<file path="config.mk">
export PLATFORM = sky130hd
export DESIGN_NAME = sipsc_top
export DESIGN_NICKNAME = d
export VERILOG_FILES = /design/src/hdl/sipsc_pkg.sv /design/src/hdl/sipsc_top.sv
export SDC_FILE = /design/constraint.sdc
export NUM_CORES = 1
export LEC_CHECK = 0
export BUFFER_PORTS_ARGS = -buffer_cell sky130_fd_sc_hd__buf_2
export CAP_MARGIN = 20
export CORE_ASPECT_RATIO = 0.8
export CORE_UTILIZATION = 50
export DETAILED_ROUTE_END_ITERATION = 8
export PLACE_DENSITY = 0.76
export RECOVER_POWER = 100
export REMOVE_ABC_BUFFERS = 1
export SYNTH_ARGS = -nofsm -noshare
export SYNTH_HDL_FRONTEND = slang
export SYNTH_SLANG_ARGS = --single-unit
</file>
<file path="constraint.sdc">
create_clock -name CLK -period 1.2 [get_ports CLK]
set_input_delay 0 -clock CLK [delete_from_list [all_inputs] [get_ports CLK]]
set_output_delay 0 -clock CLK [all_outputs]
set_load 0.005 [all_outputs]
</file>
<file path="src/hdl/sipsc_pkg.sv">
// Constants, register map and state type for the sleep and idle power-save controller
// Behaviour
// Sleep stops the system clock and any on-chip oscillator that is its source.
// Clock-fail monitor is inactive while in Sleep.
// Low-power RC clock runs in Sleep whenever the watchdog is enabled.
// Watchdog count is cleared just before Sleep when the watchdog is enabled.
// Port change detection and externally clocked peripherals keep working in Sleep.
// Peripherals needing the system clock are disabled in Sleep.
// Sleep ends on an enabled interrupt, any reset, or watchdog time-out.
// After Sleep the core resumes on the clock source chosen at entry.
// Regulator keep bits 8 and 11 clear: both regulators go standby in Sleep.
// Regulator keep bits set: both regulators stay active through Sleep.
// Idle stops the core; system clock stays on and peripherals keep running.
// Watchdog count is cleared on every Idle entry.
// Low-power RC clock runs in Idle if watchdog or clock-fail monitor enabled.
// Module-disable control stops chosen peripherals even with the clock running.
// Idle ends on an enabled interrupt, any reset, or watchdog time-out.
// Core clock returns and execution resumes 2 to 4 cycles after Idle wake.
// Each peripheral has a stop-in-Idle bit, timer 1 at control bit 13.
// Interrupt during the power-save instruction is held until entry, then wakes.
// Power-save instruction operand selects Sleep or Idle at execution.
package sipsc_pkg;
	// Register indices on the plain register port
	localparam logic [3:0] ADDR_RST_CTL = 4'h0;
	localparam logic [3:0] ADDR_CLK_CTL = 4'h1;
	localparam logic [3:0] ADDR_PMD     = 4'h2;
	localparam logic [3:0] ADDR_SIDL    = 4'h3;
	localparam logic [3:0] ADDR_T1CTL   = 4'h4;
	localparam logic [3:0] ADDR_STATUS  = 4'h5;
	// Field positions
	localparam int CORE_KEEP_BIT  = 8;
	localparam int FLASH_KEEP_BIT = 11;
	localparam int T1_SIDL_BIT    = 13;
	localparam int WDT_EN_BIT     = 4;
	localparam int CLK_MON_EN_BIT = 5;
	localparam int CAUSE_IRQ_BIT  = 4;
	localparam int CAUSE_RST_BIT  = 5;
	localparam int CAUSE_WDT_BIT  = 6;
	// Reset values
	localparam logic [15:0] RST_CTL_RST = 16'h0000;
	localparam logic [15:0] CLK_CTL_RST = 16'h0000;
	localparam logic [7:0]  PMD_RST     = 8'h00;
	localparam logic [7:0]  SIDL_RST    = 8'h00;
	localparam logic [15:0] T1CTL_RST   = 16'h0000;
	// Clock source code that is an external, off-chip source
	localparam logic [2:0] SRC_EXTERNAL = 3'h2;
	// Power-save operand codes
	localparam logic OP_SLEEP = 1'b0;
	localparam logic OP_IDLE  = 1'b1;
	// Wake-up delay in clock cycles, inside the 2 to 4 window
	localparam int WAKE_MIN_CYC = 2;
	localparam int WAKE_MAX_CYC = 4;
	localparam logic [1:0] WAKE_CYC = 2'h3;
	localparam int NUM_PERIPH = 8;
	typedef enum logic [2:0] {
		ST_RUN,
		ST_ENTER,
		ST_SLEEP,
		ST_IDLE,
		ST_WAKE
	} sipsc_state_t;
endpackage

</file>
<file path="src/hdl/sipsc_top.sv">
// Sleep and idle power-save controller: mode sequencing, clock and regulator gating
`timescale 1ns/1ps
module sipsc_top
	import sipsc_pkg::*;
(
	input  wire logic        CLK,
	input  wire logic        RST,
	input  wire logic [3:0]  REG_ADDR,
	input  wire logic [15:0] REG_WDATA,
	input  wire logic        REG_WR,
	input  wire logic        REG_RD,
	output logic      [15:0] REG_RDATA,
	input  wire logic        POWER_SAVE_EXEC,
	input  wire logic        POWER_SAVE_OPERAND,
	input  wire logic        IRQ_PENDING,
	input  wire logic        RESET_EVENT,
	input  wire logic        WDT_TIMEOUT,
	input  wire logic [7:0]  EXT_CLK_USE,
	output logic             CPU_CLK_EN,
	output logic             CPU_RESUME,
	output logic             RESUME_ISR,
	output logic             IRQ_HOLD,
	output logic             SYS_CLK_EN,
	output logic             ONCHIP_OSC_EN,
	output logic [2:0]       CLK_SRC,
	output logic             CLK_MON_ACTIVE,
	output logic             LP_RC_CLK_EN,
	output logic             WDT_CLR,
	output logic             CHANGE_NOTIFY_EN,
	output logic [7:0]       PERIPH_CLK_EN,
	output logic             CORE_REG_STBY,
	output logic             FLASH_REG_STBY
);

	sipsc_state_t state_reg;
	sipsc_state_t state_next;
	logic [15:0]  rst_ctl_reg;
	logic [15:0]  clk_ctl_reg;
	logic [7:0]   pmd_reg;
	logic [7:0]   sidl_reg;
	logic [15:0]  t1ctl_reg;
	logic         tgt_idle_reg;
	logic [2:0]   src_saved_reg;
	logic         irq_seen_reg;
	logic [1:0]   wake_cnt_reg;
	logic [2:0]   cause_reg;
	logic [2:0]   cause_next;
	logic         isr_reg;
	logic [15:0]  rdata_reg;
	logic         wdt_en;
	logic         clk_mon_en;
	logic         core_keep;
	logic         flash_keep;
	logic         in_sleep;
	logic         in_idle;
	logic         in_mode;
	logic         wake_evt;
	logic         wake_done;
	logic [7:0]   stop_idle;
	logic         st_write;

	assign wdt_en     = clk_ctl_reg[WDT_EN_BIT];
	assign clk_mon_en = clk_ctl_reg[CLK_MON_EN_BIT];
	assign core_keep  = rst_ctl_reg[CORE_KEEP_BIT];
	assign flash_keep = rst_ctl_reg[FLASH_KEEP_BIT];
	assign in_sleep   = (state_reg == ST_SLEEP);
	assign in_idle    = (state_reg == ST_IDLE);
	assign in_mode    = in_sleep | in_idle;
	assign st_write   = REG_WR && (REG_ADDR == ADDR_STATUS);

	// Any enabled interrupt, reset or time-out, or one held off at entry
	assign wake_evt = IRQ_PENDING | irq_seen_reg
		| RESET_EVENT | WDT_TIMEOUT;
	assign wake_done = (state_reg == ST_WAKE)
		&& (wake_cnt_reg == WAKE_CYC - 2'h1);

	// Timer 1 supplies the stop-in-Idle bit of peripheral 0
	assign stop_idle = {sidl_reg[7:1], t1ctl_reg[T1_SIDL_BIT]};

	// Register writes
	always_ff @(posedge CLK) begin
		if (RST) begin
			rst_ctl_reg <= RST_CTL_RST;
			clk_ctl_reg <= CLK_CTL_RST;
			pmd_reg     <= PMD_RST;
			sidl_reg    <= SIDL_RST;
			t1ctl_reg   <= T1CTL_RST;
		end else if (REG_WR) begin
			unique case (REG_ADDR)
				ADDR_RST_CTL: rst_ctl_reg <= REG_WDATA;
				ADDR_CLK_CTL: clk_ctl_reg <= REG_WDATA;
				ADDR_PMD:     pmd_reg <= REG_WDATA[7:0];
				ADDR_SIDL:    sidl_reg <= REG_WDATA[7:0];
				ADDR_T1CTL:   t1ctl_reg <= REG_WDATA;
				default: ;
			endcase
		end
	end

	// Register reads, data one cycle after the strobe
	always_ff @(posedge CLK) begin
		if (RST) begin
			rdata_reg <= 16'h0000;
		end else if (REG_RD) begin
			unique case (REG_ADDR)
				ADDR_RST_CTL: rdata_reg <= rst_ctl_reg;
				ADDR_CLK_CTL: rdata_reg <= clk_ctl_reg;
				ADDR_PMD:     rdata_reg <= {8'h00, pmd_reg};
				ADDR_SIDL:    rdata_reg <= {8'h00, sidl_reg};
				ADDR_T1CTL:   rdata_reg <= t1ctl_reg;
				ADDR_STATUS:  rdata_reg <= {5'h00, src_saved_reg,
					1'b0, cause_reg, 1'b0, state_reg};
				default:      rdata_reg <= 16'h0000;
			endcase
		end else begin
			rdata_reg <= 16'h0000;
		end
	end
	assign REG_RDATA = rdata_reg;

	// Mode sequencing
	always_comb begin
		state_next = state_reg;
		unique case (state_reg)
			ST_RUN: begin
				if (POWER_SAVE_EXEC) begin
					state_next = ST_ENTER;
				end
			end
			ST_ENTER: begin
				// Operand picks the mode; nothing aborts entry
				if (tgt_idle_reg == OP_IDLE) begin
					state_next = ST_IDLE;
				end else begin
					state_next = ST_SLEEP;
				end
			end
			ST_SLEEP, ST_IDLE: begin
				if (wake_evt) begin
					state_next = ST_WAKE;
				end
			end
			ST_WAKE: begin
				if (wake_done) begin
					state_next = ST_RUN;
				end
			end
		endcase
	end

	always_ff @(posedge CLK) begin
		if (RST) begin
			state_reg <= ST_RUN;
		end else begin
			state_reg <= state_next;
		end
	end

	// Operand and clock source captured at instruction execution
	always_ff @(posedge CLK) begin
		if (RST) begin
			tgt_idle_reg  <= OP_SLEEP;
			src_saved_reg <= 3'h0;
		end else if (state_reg == ST_RUN && POWER_SAVE_EXEC) begin
			tgt_idle_reg  <= POWER_SAVE_OPERAND;
			src_saved_reg <= clk_ctl_reg[2:0];
		end
	end

	// Interrupt arriving during entry is remembered until the mode ends
	always_ff @(posedge CLK) begin
		if (RST) begin
			irq_seen_reg <= 1'b0;
		end else if (state_reg == ST_RUN && POWER_SAVE_EXEC) begin
			irq_seen_reg <= IRQ_PENDING;
		end else if (state_reg == ST_ENTER) begin
			irq_seen_reg <= irq_seen_reg | IRQ_PENDING;
		end else if (in_mode && wake_evt) begin
			irq_seen_reg <= 1'b0;
		end
	end

	// Wake delay counter
	always_ff @(posedge CLK) begin
		if (RST) begin
			wake_cnt_reg <= 2'h0;
		end else if (state_reg == ST_WAKE) begin
			wake_cnt_reg <= wake_cnt_reg + 2'h1;
		end else begin
			wake_cnt_reg <= 2'h0;
		end
	end

	// Sticky wake causes; new cause wins over write-one-to-clear
	always_comb begin
		cause_next = cause_reg;
		if (st_write) begin
			cause_next = cause_reg & ~REG_WDATA[CAUSE_WDT_BIT:CAUSE_IRQ_BIT];
		end
		if (in_mode && wake_evt) begin
			cause_next = cause_next | {WDT_TIMEOUT, RESET_EVENT,
				IRQ_PENDING | irq_seen_reg};
		end
	end

	always_ff @(posedge CLK) begin
		if (RST) begin
			cause_reg <= 3'h0;
			isr_reg   <= 1'b0;
		end else begin
			cause_reg <= cause_next;
			if (in_mode && wake_evt) begin
				isr_reg <= (IRQ_PENDING | irq_seen_reg) & ~RESET_EVENT;
			end
		end
	end

	// Core side: clock only in run, resume pulse at end of wake delay
	assign CPU_CLK_EN = (state_reg == ST_RUN);
	assign CPU_RESUME = wake_done;
	assign RESUME_ISR = isr_reg;
	assign IRQ_HOLD   = (state_reg == ST_ENTER);

	// Clock sources
	assign SYS_CLK_EN    = ~in_sleep;
	assign ONCHIP_OSC_EN = ~in_sleep
		& (CLK_SRC != SRC_EXTERNAL);
	assign CLK_SRC       = (state_reg == ST_RUN)
		? clk_ctl_reg[2:0] : src_saved_reg;
	assign CLK_MON_ACTIVE = clk_mon_en & ~in_sleep;
	assign LP_RC_CLK_EN   = wdt_en | (clk_mon_en & ~in_sleep);

	// Watchdog clear during entry: always for Idle, when enabled for Sleep
	assign WDT_CLR = (state_reg == ST_ENTER)
		& (tgt_idle_reg | wdt_en);

	// Change detection stays armed in every mode
	assign CHANGE_NOTIFY_EN = 1'b1;

	// Regulators standby in Sleep unless the keep bits are set
	assign CORE_REG_STBY  = in_sleep & ~core_keep;
	assign FLASH_REG_STBY = in_sleep & ~flash_keep;

	// Per-peripheral clock gating
	genvar gi;
	generate
		for (gi = 0; gi < NUM_PERIPH; gi++) begin : g_periph
			always_comb begin
				if (pmd_reg[gi]) begin
					PERIPH_CLK_EN[gi] = 1'b0;
				end else if (in_sleep) begin
					PERIPH_CLK_EN[gi] = EXT_CLK_USE[gi];
				end else if (in_idle) begin
					PERIPH_CLK_EN[gi] = ~stop_idle[gi];
				end else begin
					PERIPH_CLK_EN[gi] = 1'b1;
				end
			end
		end
	endgenerate

	// Checks
	chk_sleep_clk_off: assert property (@(posedge CLK) disable iff (RST)
		in_sleep |-> !SYS_CLK_EN && !ONCHIP_OSC_EN)
		else $error("clock running in sleep");

	chk_mon_sleep: assert property (@(posedge CLK) disable iff (RST)
		in_sleep |-> !CLK_MON_ACTIVE)
		else $error("fail monitor active in sleep");

	chk_rc_clk_sleep: assert property (@(posedge CLK) disable iff (RST)
		in_sleep && wdt_en |-> LP_RC_CLK_EN)
		else $error("rc clock off with watchdog");

	chk_wdt_clr_sleep: assert property (@(posedge CLK) disable iff (RST)
		$rose(in_sleep) && wdt_en |-> $past(WDT_CLR))
		else $error("watchdog not cleared before sleep");

	chk_notify_on: assert property (@(posedge CLK) disable iff (RST)
		in_sleep |-> CHANGE_NOTIFY_EN
		&& ((PERIPH_CLK_EN & ~pmd_reg) == (EXT_CLK_USE & ~pmd_reg)))
		else $error("external peripheral stopped");

	chk_periph_sleep: assert property (@(posedge CLK) disable iff (RST)
		in_sleep |-> (PERIPH_CLK_EN & ~EXT_CLK_USE) == 8'h00)
		else $error("peripheral clocked in sleep");

	chk_wake_sleep: assert property (@(posedge CLK) disable iff (RST)
		in_sleep && (IRQ_PENDING || RESET_EVENT || WDT_TIMEOUT)
		|=> state_reg == ST_WAKE)
		else $error("sleep not left");

	chk_src_restore: assert property (@(posedge CLK) disable iff (RST)
		state_reg == ST_RUN && POWER_SAVE_EXEC
		|=> ##1 CLK_SRC == $past(clk_ctl_reg[2:0], 2))
		else $error("clock source changed");

	chk_reg_stby: assert property (@(posedge CLK) disable iff (RST)
		in_sleep && !core_keep && !flash_keep
		|-> CORE_REG_STBY && FLASH_REG_STBY)
		else $error("regulators not in standby");

	chk_reg_keep: assert property (@(posedge CLK) disable iff (RST)
		core_keep && flash_keep |-> !CORE_REG_STBY && !FLASH_REG_STBY)
		else $error("regulator left active");

	chk_idle_core: assert property (@(posedge CLK) disable iff (RST)
		in_idle |-> !CPU_CLK_EN && SYS_CLK_EN)
		else $error("idle clocks wrong");

	chk_idle_wdt: assert property (@(posedge CLK) disable iff (RST)
		$rose(in_idle) |-> $past(WDT_CLR))
		else $error("watchdog not cleared at idle");

	chk_rc_clk_idle: assert property (@(posedge CLK) disable iff (RST)
		in_idle && (wdt_en || clk_mon_en) |-> LP_RC_CLK_EN)
		else $error("rc clock off in idle");

	chk_pmd_off: assert property (@(posedge CLK) disable iff (RST)
		(PERIPH_CLK_EN & pmd_reg) == 8'h00)
		else $error("disabled module clocked");

	chk_wake_idle: assert property (@(posedge CLK) disable iff (RST)
		in_idle && WDT_TIMEOUT |=> state_reg == ST_WAKE ##3 CPU_CLK_EN)
		else $error("idle not left on timeout");

	chk_wake_time: assert property (@(posedge CLK) disable iff (RST)
		in_idle && IRQ_PENDING |=> !CPU_CLK_EN [*2] ##[0:2] CPU_CLK_EN)
		else $error("resume time out of range");

	chk_t1_sidl: assert property (@(posedge CLK) disable iff (RST)
		in_idle && t1ctl_reg[T1_SIDL_BIT] |-> !PERIPH_CLK_EN[0])
		else $error("timer runs in idle");

	chk_irq_hold: assert property (@(posedge CLK) disable iff (RST)
		state_reg == ST_RUN && POWER_SAVE_EXEC && IRQ_PENDING
		|=> IRQ_HOLD ##1 in_mode ##1 state_reg == ST_WAKE)
		else $error("coincident interrupt lost");

	chk_mode_decode: assert property (@(posedge CLK) disable iff (RST)
		state_reg == ST_RUN && POWER_SAVE_EXEC
		|=> ##1 (in_idle == $past(POWER_SAVE_OPERAND, 2)) && in_mode)
		else $error("wrong mode entered");

	chk_resume_run: assert property (@(posedge CLK) disable iff (RST)
		CPU_RESUME |=> CPU_CLK_EN)
		else $error("core clock not back after resume");

	chk_osc_external: assert property (@(posedge CLK) disable iff (RST)
		CLK_SRC == SRC_EXTERNAL |-> !ONCHIP_OSC_EN)
		else $error("oscillator on with external source");

	chk_hold_once: assert property (@(posedge CLK) disable iff (RST)
		IRQ_HOLD |=> !IRQ_HOLD)
		else $error("interrupt hold too long");

	chk_isr_select: assert property (@(posedge CLK) disable iff (RST)
		in_mode && IRQ_PENDING && !RESET_EVENT |=> RESUME_ISR)
		else $error("interrupt wake not routed to service");

	chk_stop_bits: assert property (@(posedge CLK) disable iff (RST)
		in_idle |-> (PERIPH_CLK_EN & stop_idle) == 8'h00)
		else $error("stop-in-idle peripheral clocked");

	chk_reg_awake: assert property (@(posedge CLK) disable iff (RST)
		!in_sleep |-> !CORE_REG_STBY && !FLASH_REG_STBY)
		else $error("regulator standby outside sleep");

	chk_sys_clk_on: assert property (@(posedge CLK) disable iff (RST)
		!in_sleep |-> SYS_CLK_EN)
		else $error("system clock off outside sleep");

endmodule // sipsc_top

</file>
# After elaboration in Yosys (flattened, before gate mapping)
# Index checks and enable logic that the tools add are counted.
[classes] addsub=1 n_eq_ne=14 mux=36 n_bitwise=29 reduce_logical=16
[op_table] operator="16-bit one-hot mux with 6 select lines" n=1
[op_table] operator="1-bit two-way mux" n=28
[op_table] operator="3-bit two-way mux" n=6
[op_table] operator="1-bit inverter" n=14
[op_table] operator="3-bit one-hot mux with 4 select lines" n=1
[op_table] operator="2-bit AND reduction" n=5
[op_table] operator="4-bit by 2-bit == test with 1-bit output, second input constant" n=2
[op_table] operator="4-bit by 3-bit == test with 1-bit output, second input constant" n=2
[op_table] operator="1-bit AND" n=6
[op_table] operator="3-bit by 2-bit == test with 1-bit output, second input constant" n=2
[op_table] operator="2-bit != test, second input constant" n=3
[op_table] operator="1-bit OR" n=6
[op_table] operator="2-bit OR reduction" n=3
[op_table] operator="4-bit by 1-bit == test with 1-bit output, second input constant" n=1
[op_table] operator="1-bit logical AND" n=4
[op_table] operator="4-bit zero test" n=1
[op_table] operator="3-bit AND" n=1
[op_table] operator="3-bit by 1-bit == test with 1-bit output, second input constant" n=1
[op_table] operator="3-bit == test, second input constant" n=1
[op_table] operator="3-bit zero test" n=1
[op_table] operator="3-bit by 2-bit != test with 1-bit output, second input constant" n=1
[op_table] operator="3-bit inverter" n=1
[op_table] operator="3-bit OR" n=1
[op_table] operator="3-bit AND reduction" n=1
[op_table] operator="other kinds (3)" n=3
[word_totals] reg_bits=94 input_bits=37 wordCells=109

# Longest topological paths before layout
# Gate-level depths: netlist of run 1.
[depth] word_depth=7 mapped_depth=7 mapped_depth_nobuf=6

# Worst setup path before layout of run 1
# Ideal clock, no wire load.
[synth_path] kind="flip-flop to flip-flop" from="register state_reg[1]" to="register src_saved_reg[0]" arrival_time_ns=1.260 path_slack_ns=-0.188 path_stages_with_launch=7 path_buffers=2 synth_period_minus_slack_ns=1.388 path_cell_list="dfxtp_1 -> buf_2 -> nor3_4 -> and2_1 -> buf_2 -> mux2i_1 -> nor2_1"
[synth_between] elab_chain_cells=2
[synth_lines] item="start: declaration" line_no="sipsc_top.sv:35" rtl="sipsc_state_t state_reg;"
[synth_lines] item="start signal: assignment" line_no="sipsc_top.sv:155" rtl="state_reg <= state_next;"
[synth_lines] item="3-bit zero test"
[synth_lines] item="via CPU_CLK_EN" line_no="sipsc_top.sv:19" rtl="output logic CPU_CLK_EN,"
[synth_lines] item="1-bit logical AND" line_no="sipsc_top.sv:164" rtl="end else if (state_reg == ST_RUN && POWER_SAVE_EXEC) begin"
[synth_lines] item="end signal: assignment" line_no="sipsc_top.sv:166" rtl="src_saved_reg <= clk_ctl_reg[2:0];"
[synth_lines] item="end: declaration" line_no="sipsc_top.sv:43" rtl="logic [2:0] src_saved_reg;"
# The timed path passes the listed nets, and every way through them passes these cells.
# A chain may end at the register's enable or synchronous reset.

# Worst setup path after layout of run 1
[layout_path] from="register state_reg[0]" to="output ONCHIP_OSC_EN"
[layout_between] elab_chain_cells=4 word_cells_on_any_way=6 cone_classes="eq/ne (2); mux (1); bitwise (2); reduce/logical (1)"
[layout_lines] item="3-bit zero test" line_no="sipsc_top.sv:228" rtl="assign CLK_SRC = (state_reg == ST_RUN)"
[layout_lines] item="3-bit two-way mux" line_no="sipsc_top.sv:229" rtl="? clk_ctl_reg[2:0] : src_saved_reg;"
[layout_lines] item="3-bit by 2-bit != test with 1-bit output" line_no="sipsc_top.sv:227" rtl="& (CLK_SRC != SRC_EXTERNAL);"
[layout_lines] item="1-bit AND (*)" line_no="sipsc_top.sv:227"
[layout_lines] item="end: declaration" line_no="sipsc_top.sv:24" rtl="output logic ONCHIP_OSC_EN,"
# Mark *: on every way between the ends. The rest lies on a longest branch, timed or not.

==> results of run 1 <==
worst max-delay path: stages, from the launching register on:
cell and delay (ns):
dfxtp_4 0.38, nor3_4 0.26, mux2_4 0.34, a21boi_2 0.12
buf_2 0.12
metal layers:
| metal | share of wire (%) | GRT usage (%) |
|---|---|---|
| met5 | 0 | 0 |
| met4 | 2.5 | 9.74 |
| met3 | 6.9 | 7.18 |
| met2 | 48 | 50.5 |
| met1 | 42 | 37.5 |
final cells by class:
cell class	count	area, sq um
Multi-Input combinational cell	358	2310
Fill cell	572	2040
Sequential cell	94	1900
Timing Repair Buffer	180	1380
Tap cell	108	135
Clock buffer	9	124
Clock inverter	7	120
Inverter	2	7.51
logic make-up after synthesis:
logic type / share of synthesized area, %
AND/OR/NAND/NOR: 22.2
AO/OA/AOI/OAI: 17.3
flip-flops: 44.8
multiplexers: 10.1
buffers and inverters: 5.10
adder cells (fa/ha/maj): 0.298
other: 0.0894
through the flow:
stage	utilization (%)	setup slack (ns)	hold slack (ns)	instances
finish	74.5	-0.390	0.0236	758
global route	74.5	-0.480	0.0434	758
CTS	73.1	-0.397	0.0202	750
detailed placement	63.2	-0.268	0.253	704
global placement	63.2	-0.228	0.225	704
floorplan	-	-0.413	0.0624	454
worst max-delay path by stage:
stage                      start  cells past startpoint            end  slack [ns]
finish              state_reg[0]                      4  ONCHIP_OSC_EN       -0.39
detailed placement   REG_ADDR[2]                      5   REG_RDATA[5]       -0.27
global placement     REG_ADDR[2]                      5   REG_RDATA[5]       -0.23
floorplan           state_reg[1]                      4   LP_RC_CLK_EN       -0.41
global route        state_reg[0]                      4  ONCHIP_OSC_EN       -0.48
CTS                 state_reg[2]                      4  ONCHIP_OSC_EN       -0.40
placed cells by master, fill, tap and decap left out, types with 3 or more instances in the layout:
cell type / instances
a22oi_2: 6
o21ai_1: 9
buf_4: 57
nor2_4: 3
bufinv_16: 3
clkbuf_2: 3
clkbuf_1: 5
nand2_2: 9
nor4_1: 3
mux2_2: 12
dlygate4sd3_1: 21
clkbuf_4: 4
a211o_1: 4
a21oi_1: 44
nand2_1: 106
nor2_1: 39
dfxtp_4: 3
nand4_1: 3
mux2_4: 6
buf_12: 5
buf_6: 21
a21oi_2: 21
clkbuf_8: 9
a22oi_1: 14
dfxtp_1: 89
nor3_1: 5
a22o_1: 3
mux2i_1: 20
nor2b_1: 6
buf_2: 63
power by group:
group,internal (W),switching (W),leakage [nW]
sequential,0.00322,0.0000983,0.762
clock,0.00140,0.00118,0.120
combinational,0.00123,0.00101,1.51
what timing repair did:
action                     in CTS  in global routing
gates cloned                    0                  1
buffers inserted                9                  8
pin swaps                      16                 10
resized for setup              74                 20
hold endpoints to repair       69                  0
setup endpoints to repair      35                 38
hold buffers                   21                  0
==> results.yml, run 1 <==
outcome:
  status: "finished with violations"
  violations: "negative setup slack"
hold_path:
  hold_path.class: "input port to register"
  hold_start: "POWER_SAVE_EXEC"
  hold-path-endpoint: "tgt_idle_reg"
  hold_depth: 4
clock_tree:
  clock_sinks: 94
  htree_levels: 3
  cts_inserted_buffers: 9
  root_buffer: "clkbuf_8"
  path_clk_slew_ns: 0.09
  worstSkewPairLatency_ns: 0.37
  cts.path.max_buffers: 2
  cts_tree: "built"
timing:
  layout_setup_ws_ns: -0.390
  max_freq_mhz: 629
  worstMarginPinSlew_ns: 0.676
  finalHoldViolCount: 0
  rsz0062_at_grt: "yes"
  drv_slew: 0
  period_needed_ns: 1.59
  max-slew-margin-rel_pct: 55.0
  setup_viol: 35
  setup-tns-final_ns: -5.67
  fin_skew_ns: 0.00766
  finalCritPeriodShare_pct: 132
synthesis:
  ys.flop_type: "dfxtp_1"
  yosys.cell_count.top_type: "nand2_1"
  netlist_top_cells_count: "108 x nand2_1, 94 x dfxtp_1, 55 x a21oi_1"
  yosysSeqAreaShare_pct: 44.8
  synth.area.top_cells: "dfxtp_1 45%, nand2_1 9.7%, a21oi_1 6.6%"
  synth_edf_count: 0
  ys_warn_count: 0
  synth_cell_types: 46
  yosys.area.top_type_share_pct: 44.8
  synth-seq-cells: 94
  synth.avg_cell_area_sq_um: 8.56
  synth_top_area_cell: "dfxtp_1"
  synthArstFlopShare_pct: 0
  synth_cells: 490
  synth.cell_area_sq_um: 4200
routing:
  drcViolationCount: 0
  drt_first_iter_violations: 269
  firstDrtPassIters: 5
  ant_nets: 0
  vias_per_cell: 5.64
  wl_per_cell_um: 17.1
  via_count: 4276
  wl_um: 13000
grt:
  grt_use_total_pct: 29.9
  grt_pass1_vias: 4190
  grt_max_degree: 59
  grt_pass1_wl_um: 20500
  grt_overflow_total: 0
  grt_antenna_before_repair: 0
layout:
  syn_to_final_growth_pct: 42.4
  drive_above_1_share_pct: 38.8
  n_antenna_cell: 0
  design_area_sq_um: 5970
  nets: 683
floorplanning:
  core_area_sq_um: 8020
  die_y_um: 83.9
  die-area_sq_um: 8770
  rows: 29
  ios: 76
  start_util_pct: 52.3
  die_x_um: 104
placed_design:
  dp_hpwl_um: 8340
  gp_congestion: 0.894
  io_buffers: 74
  dpl_cell_area_sq_um: 5070
worst_setup_path:
  rr_startpoint: "state_reg[2]"
  start_kind: "register"
  end_kind: "output pin"
  arrival_ns: 1.59
  r2r_end: "state_reg[0]"
  r2r_cells: 6
  r2r_slack_ns: -0.14
  cp_max_fo: 3
  critical_path_class: "register to output pin"
  worst_ep_required_time_ns: 1.20
power:
  p_per_area_nw_per_um2: 1360
  power_leakage_nw: 2.39
  total_power_w: 0.00812
  ir_drop_v: 0.000800
run:
  cap_viol_max_count: 0
(Power assumes the default switching activity.)
==> run 2, diff against run 1 <==
--- a/config.mk
+++ b/config.mk
@@ -11,7 +11,7 @@
 export CORE_UTILIZATION = 50
 export DETAILED_ROUTE_END_ITERATION = 8
 export PLACE_DENSITY = 0.76
-export RECOVER_POWER = 100
+export RECOVER_POWER = 25
 export REMOVE_ABC_BUFFERS = 1
 export SYNTH_ARGS = -nofsm -noshare
 export SYNTH_HDL_FRONTEND = slang
==> results.yml, run 2 (synthesis results as in run 1) <==
routing:
  wl_per_cell_um: 17.2
  vias_per_cell: 5.61
  drt_first_iter_violations: 286
  wl_um: 13000
  via_count: 4251
  firstDrtPassIters: 5
  ant_nets: 0
  drcViolationCount: 0
layout:
  fin_util_pct: 74.9
  n_antenna_cell: 0
  mostFrequentLayoutCell: "nand2_1"
  most-common-layout-cells: "106 x nand2_1, 89 x dfxtp_1, 63 x buf_2, 61 x buf_4, 44 x a21oi_1"
  syn_to_final_growth_pct: 43.2
  multi_input_area_sq_um: 2310
  regArea_sq_um: 1900
  nets: 683
  drive_above_1_share_pct: 38.9
  nFillCells: 565
worst_setup_path:
  start_kind: "register"
  crit_slowest_cell: "dfxtp_4"
  critical_path_class: "register to output pin"
  worst_ep_required_time_ns: 1.20
  crit_chain: "nor3_4 -> mux2_4 -> a21boi_2 -> buf_2"
  slowest_delay_ns: 0.38
  end_kind: "output pin"
  r2r_slack_ns: -0.14
  startpoint: "state_reg[0]"
  arrival_ns: 1.59
  r2r_cells: 6
  path_buf_inv: 1
  rr_startpoint: "state_reg[2]"
  r2r_end: "state_reg[0]"
  cp_max_fo: 3
  cp.depth: 4
  crit_family: "flip-flops"
grt:
  grt_antenna_before_repair: 0
  grt_pass1_wl_um: 20500
  grt_overflow_total: 0
  grt_use_total_pct: 29.9
  grt_max_degree: 59
  grt_pass1_vias: 4190
floorplanning:
  die_x_um: 104
  rows: 29
  start_util_pct: 52.3
  die_y_um: 83.9
  ios: 76
  core_area_sq_um: 8020
  die-area_sq_um: 8770
power:
  power_switching_w: 0.00228
  power_leakage_nw: 2.40
  ir_drop_v: 0.000800
  p_seq_share_pct: 40.8
  comb_power_share_pct: 27.5
  p_per_area_nw_per_um2: 1350
  swShare_pct: 28.0
  clockPowerShare_pct: 31.6
  internal-power_w: 0.00585
timing:
  worstMarginPinSlew_ns: 0.669
  drv_slew: 0
  max-slew-margin-rel_pct: 55.4
  rsz0062_at_grt: "yes"
  fin_skew_ns: 0.00770
  layout_setup_ws_ns: -0.393
  finalHoldViolCount: 0
  finalCritPeriodShare_pct: 133
  period_needed_ns: 1.59
  setup_viol: 33
  max_freq_mhz: 628
clock_tree:
  cts_inserted_buffers: 9
  root_buffer: "clkbuf_8"
  cts_tree: "built"
  htree_levels: 3
  worstSkewPairLatency_ns: 0.37
  cts.path.max_buffers: 2
  path_clk_slew_ns: 0.09
  clock_sinks: 94
placed_design:
  gp_congestion: 0.894
  dp_hpwl_um: 8340
  preCtsSetupSlack_ns: -0.268
  io_buffers: 74
outcome:
  violations: "negative setup slack"
  status: "finished with violations"
run:
  cap_viol_max_count: 0
hold_path:
  hold_start: "POWER_SAVE_EXEC"
  hold-path-endpoint: "tgt_idle_reg"
  hold_path.class: "input port to register"
  hold_depth: 4
-- run 2: cell types whose count changed in the layout (fill, tap and decap cells not counted) --
cell      change
buf_4         +4
and2_0        -2
clkbuf_2      -2
buf_12        +2
clkbuf_4      -3
and2_1        +2
clkbuf_1      -1
-- run 2: cell type report --
cell class | count | area share, %
clock buffers | 9 | 2.06
multi-input cells | 358 | 38.5
clock inverters | 7 | 2.00
flip-flops and latches | 94 | 31.5
inverters | 2 | 0.125
well taps | 108 | 2.25
repair buffers | 180 | 23.5
-- run 2: worst max-delay path by stage --
stage / end / slack (ns)
final: ONCHIP_OSC_EN / -0.39
after global routing: ONCHIP_OSC_EN / -0.48
after CTS: ONCHIP_OSC_EN / -0.40
after detailed placement: REG_RDATA[5] / -0.27
after global placement: REG_RDATA[5] / -0.23
after floorplan: LP_RC_CLK_EN / -0.41
-- run 2: through the flow --
| stage | instance area [sq um] | hold slack, ns | total power (W) | instances | setup TNS, ns |
|---|---|---|---|---|---|
| 6_report | 6010 | 0.0285 | 0.00812 | 758 | -5.74 |
| 3_5_place_dp | 5070 | 0.253 | 0.00468 | 704 | -5.79 |
| 4_1_cts | 5860 | 0.0202 | 0.00775 | 750 | -5.44 |
| 5_1_grt | 6010 | 0.0434 | 0.00839 | 758 | -8.00 |
| 3_3_place_gp | 5070 | 0.225 | 0.00465 | 704 | -2.90 |
| 2_1_floorplan | 3990 | 0.0624 | 0.00391 | 454 | -8.10 |
-- run 2: repair_timing --
item	in CTS	in global routing
buffers inserted	9	8
gates resized for setup	74	20
pin swaps	16	10
hold buffers	21	0
hold endpoints to repair	69	0
cloned	0	1
endpoints found under the setup margin	35	38
-- run 2: tightest hold or removal path: stages --
cell	delay (ns)
buf_2	0.14
a21oi_2	0.07
a21oi_2	0.11
nor2_1	0.04
-- run 2: power groups by stage --
stage	logic [W]	clock network, W	registers (W)
floorplan	0.000525	0	0.00339
global placement	0.00130	0	0.00335
detailed placement	0.00132	0	0.00336
CTS	0.00187	0.00257	0.00330
global route	0.00237	0.00269	0.00333
finish	0.00224	0.00257	0.00332
-- run 2: metal layers --
| layer | up-vias | wire, um | GRT usage [%] | share of wire (%) |
|---|---|---|---|---|
| met5 | - | 0 | 0 | 0 |
| met4 | 0 | 261 | 9.74 | 2.0 |
| li1 | 1993 | - | - | - |
| met3 | 24 | 879 | 7.18 | 6.8 |
| met1 | 2039 | 5520 | 37.5 | 42 |
| met2 | 195 | 6350 | 50.5 | 49 |
==> run 3, diff against run 2 <==
--- a/config.mk
+++ b/config.mk
@@ -5,7 +5,7 @@
 export SDC_FILE = /design/constraint.sdc
 export NUM_CORES = 1
 export LEC_CHECK = 0
-export BUFFER_PORTS_ARGS = -buffer_cell sky130_fd_sc_hd__buf_2
+export BUFFER_PORTS_ARGS = -buffer_cell sky130_fd_sc_hd__clkbuf_2
 export CAP_MARGIN = 20
 export CORE_ASPECT_RATIO = 0.8
 export CORE_UTILIZATION = 50
==> results.yml, run 3 (synthesis results as in run 1) <==
timing:
  max_freq_mhz: 632
  setup_viol: 35
  layout_setup_ws_ns: -0.382
  fin_skew_ns: 0.00657
  finalCritPeriodShare_pct: 132
  finalHoldViolCount: 0
  worstMarginPinSlew_ns: 0.786
  period_needed_ns: 1.58
  whs_ns: 0.0288
  max-slew-margin-rel_pct: 47.2
  rsz0062_at_grt: "yes"
  drv_slew: 0
run:
  cap_viol_max_count: 0
grt:
  grt_pass1_vias: 4054
  use_met1_pct: 36.4
  grt_use_total_pct: 28.9
  grt_max_degree: 69
  grt_antenna_before_repair: 0
  met3_usage_pct: 6.95
  grt_util_met2_pct: 49.1
  grt.busiest_layer: "met2"
  grt_overflow_total: 0
  grt_pass1_wl_um: 19900
worst_setup_path:
  cp_max_fo: 4
  end_kind: "output pin"
  critical_path_class: "register to output pin"
  worst_ep_required_time_ns: 1.20
  arrival_ns: 1.58
  start_kind: "register"
  r2r_cells: 8
layout:
  nets: 680
  syn_to_final_growth_pct: 41.7
  design_area_sq_um: 5950
  drive_above_1_share_pct: 39.3
  stdcell_count: 754
  nFillCells: 591
  n_antenna_cell: 0
  most-common-layout-cells: "103 x nand2_1, 89 x dfxtp_1, 62 x clkbuf_2, 53 x buf_4, 45 x a21oi_1"
  mostFrequentLayoutCell: "nand2_1"
clock_tree:
  cts_inserted_buffers: 9
  clock_sinks: 94
  htree_levels: 3
  path_clk_slew_ns: 0.09
  cts.path.max_buffers: 2
  worstSkewPairLatency_ns: 0.36
  root_buffer: "clkbuf_8"
  cts_tree: "built"
outcome:
  status: "finished with violations"
  violations: "negative setup slack"
routing:
  via_count: 4236
  drt_first_iter_violations: 319
  drcViolationCount: 0
  ant_nets: 0
  vias_per_cell: 5.62
  wl_per_cell_um: 16.7
  wl_um: 12600
  firstDrtPassIters: 5
power:
  comb_power_share_pct: 30.4
  p_per_area_nw_per_um2: 1290
  ir_drop_v: 0.000960
  p_seq_share_pct: 43.0
  swShare_pct: 28.4
  power_switching_w: 0.00219
  internal-power_w: 0.00551
  clockPowerShare_pct: 26.7
  total_power_w: 0.00770
  power_leakage_nw: 2.38
floorplanning:
  die_y_um: 83.9
  rows: 29
  ios: 76
  start_util_pct: 52.3
  die-area_sq_um: 8770
  core_area_sq_um: 8020
  die_x_um: 104
placed_design:
  io_buffers: 74
  dp_hpwl_um: 8360
  gp_congestion: 0.932
  dpl_cell_area_sq_um: 5050
  preCtsSetupSlack_ns: -0.262
  dp.cells: 701
hold_path:
  hold_path.class: "input port to register"
  hold_depth: 3
==> run 3: cell count changes in the layout (fill, tap and decap cells not counted), moves of 3 or more <==
| cell | before | now |
|---|---|---|
| buf_4 | 61 | 53 |
| nand2_1 | 106 | 103 |
| buf_2 | 63 | 5 |
| o21ai_1 | 9 | 5 |
| clkbuf_1 | 4 | 7 |
| clkbuf_2 | 1 | 62 |
==> run 3: repair_timing <==
item | in CTS | in global routing
pin swaps | 18 | 11
setup buffers | 11 | 7
endpoints found under the setup margin | 35 | 37
endpoints found under the hold margin | 65 | 0
hold buffers | 20 | 0
gates cloned | 1 | 0
resized for setup | 73 | 37
==> run 3: area by class of cell <==
cell class | count | area [sq um] | share of cell area (%)
well taps | 108 | 135 | 2.27
inverters | 2 | 7.51 | 0.126
flip-flops and latches | 94 | 1900 | 31.9
clock buffers | 11 | 141 | 2.38
repair buffers | 177 | 1380 | 23.1
multi-input cells | 358 | 2340 | 39.4
clock inverters | 4 | 47.5 | 0.799
==> run 3: layer usage <==
metal	part of all wire, %	wire [um]	vias up
met5	0	0	-
met3	6.9	874	27
met4	2.0	256	0
li1	-	-	1992
met2	49	6140	176
met1	42	5340	2041
==> run 3: worst max-delay path, stage by stage (launching register included) <==
cell	delay, ns
dfxtp_4	0.37
buf_4	0.13
buf_6	0.11
nor3b_4	0.23
buf_4	0.16
o21a_1	0.11
clkbuf_2	0.10
==> run 3: path summary, 6_finish.rpt <==
path,startpoint,to,slack (ns)
max,state_reg[1],WDT_CLR,-0.38
max reg2reg,state_reg[1],state_reg[0],-0.18
min,RST,t1ctl_reg[7],0.03
min reg2reg,wake_cnt_reg[0],wake_cnt_reg[0],0.42
==> run 3: stage by stage <==
| step | TNS (ns) | util, % |
|---|---|---|
| final | -6.56 | 74.2 |
| after global placement | -4.07 | 62.9 |
| after detailed placement | -7.64 | 62.9 |
| after CTS | -5.27 | 72.2 |
| after floorplan | -8.10 | - |
| after global routing | -10.35 | 74.2 |
==> run 3: power groups by stage <==
stage / Clock (W) / Combinational [W] / Sequential [W]
6_report: 0.00205 / 0.00234 / 0.00331
5_1_grt: 0.00221 / 0.00246 / 0.00332
4_1_cts: 0.00207 / 0.00202 / 0.00330
3_5_place_dp: 0 / 0.00134 / 0.00336
3_3_place_gp: 0 / 0.00129 / 0.00336
2_1_floorplan: 0 / 0.000525 / 0.00339
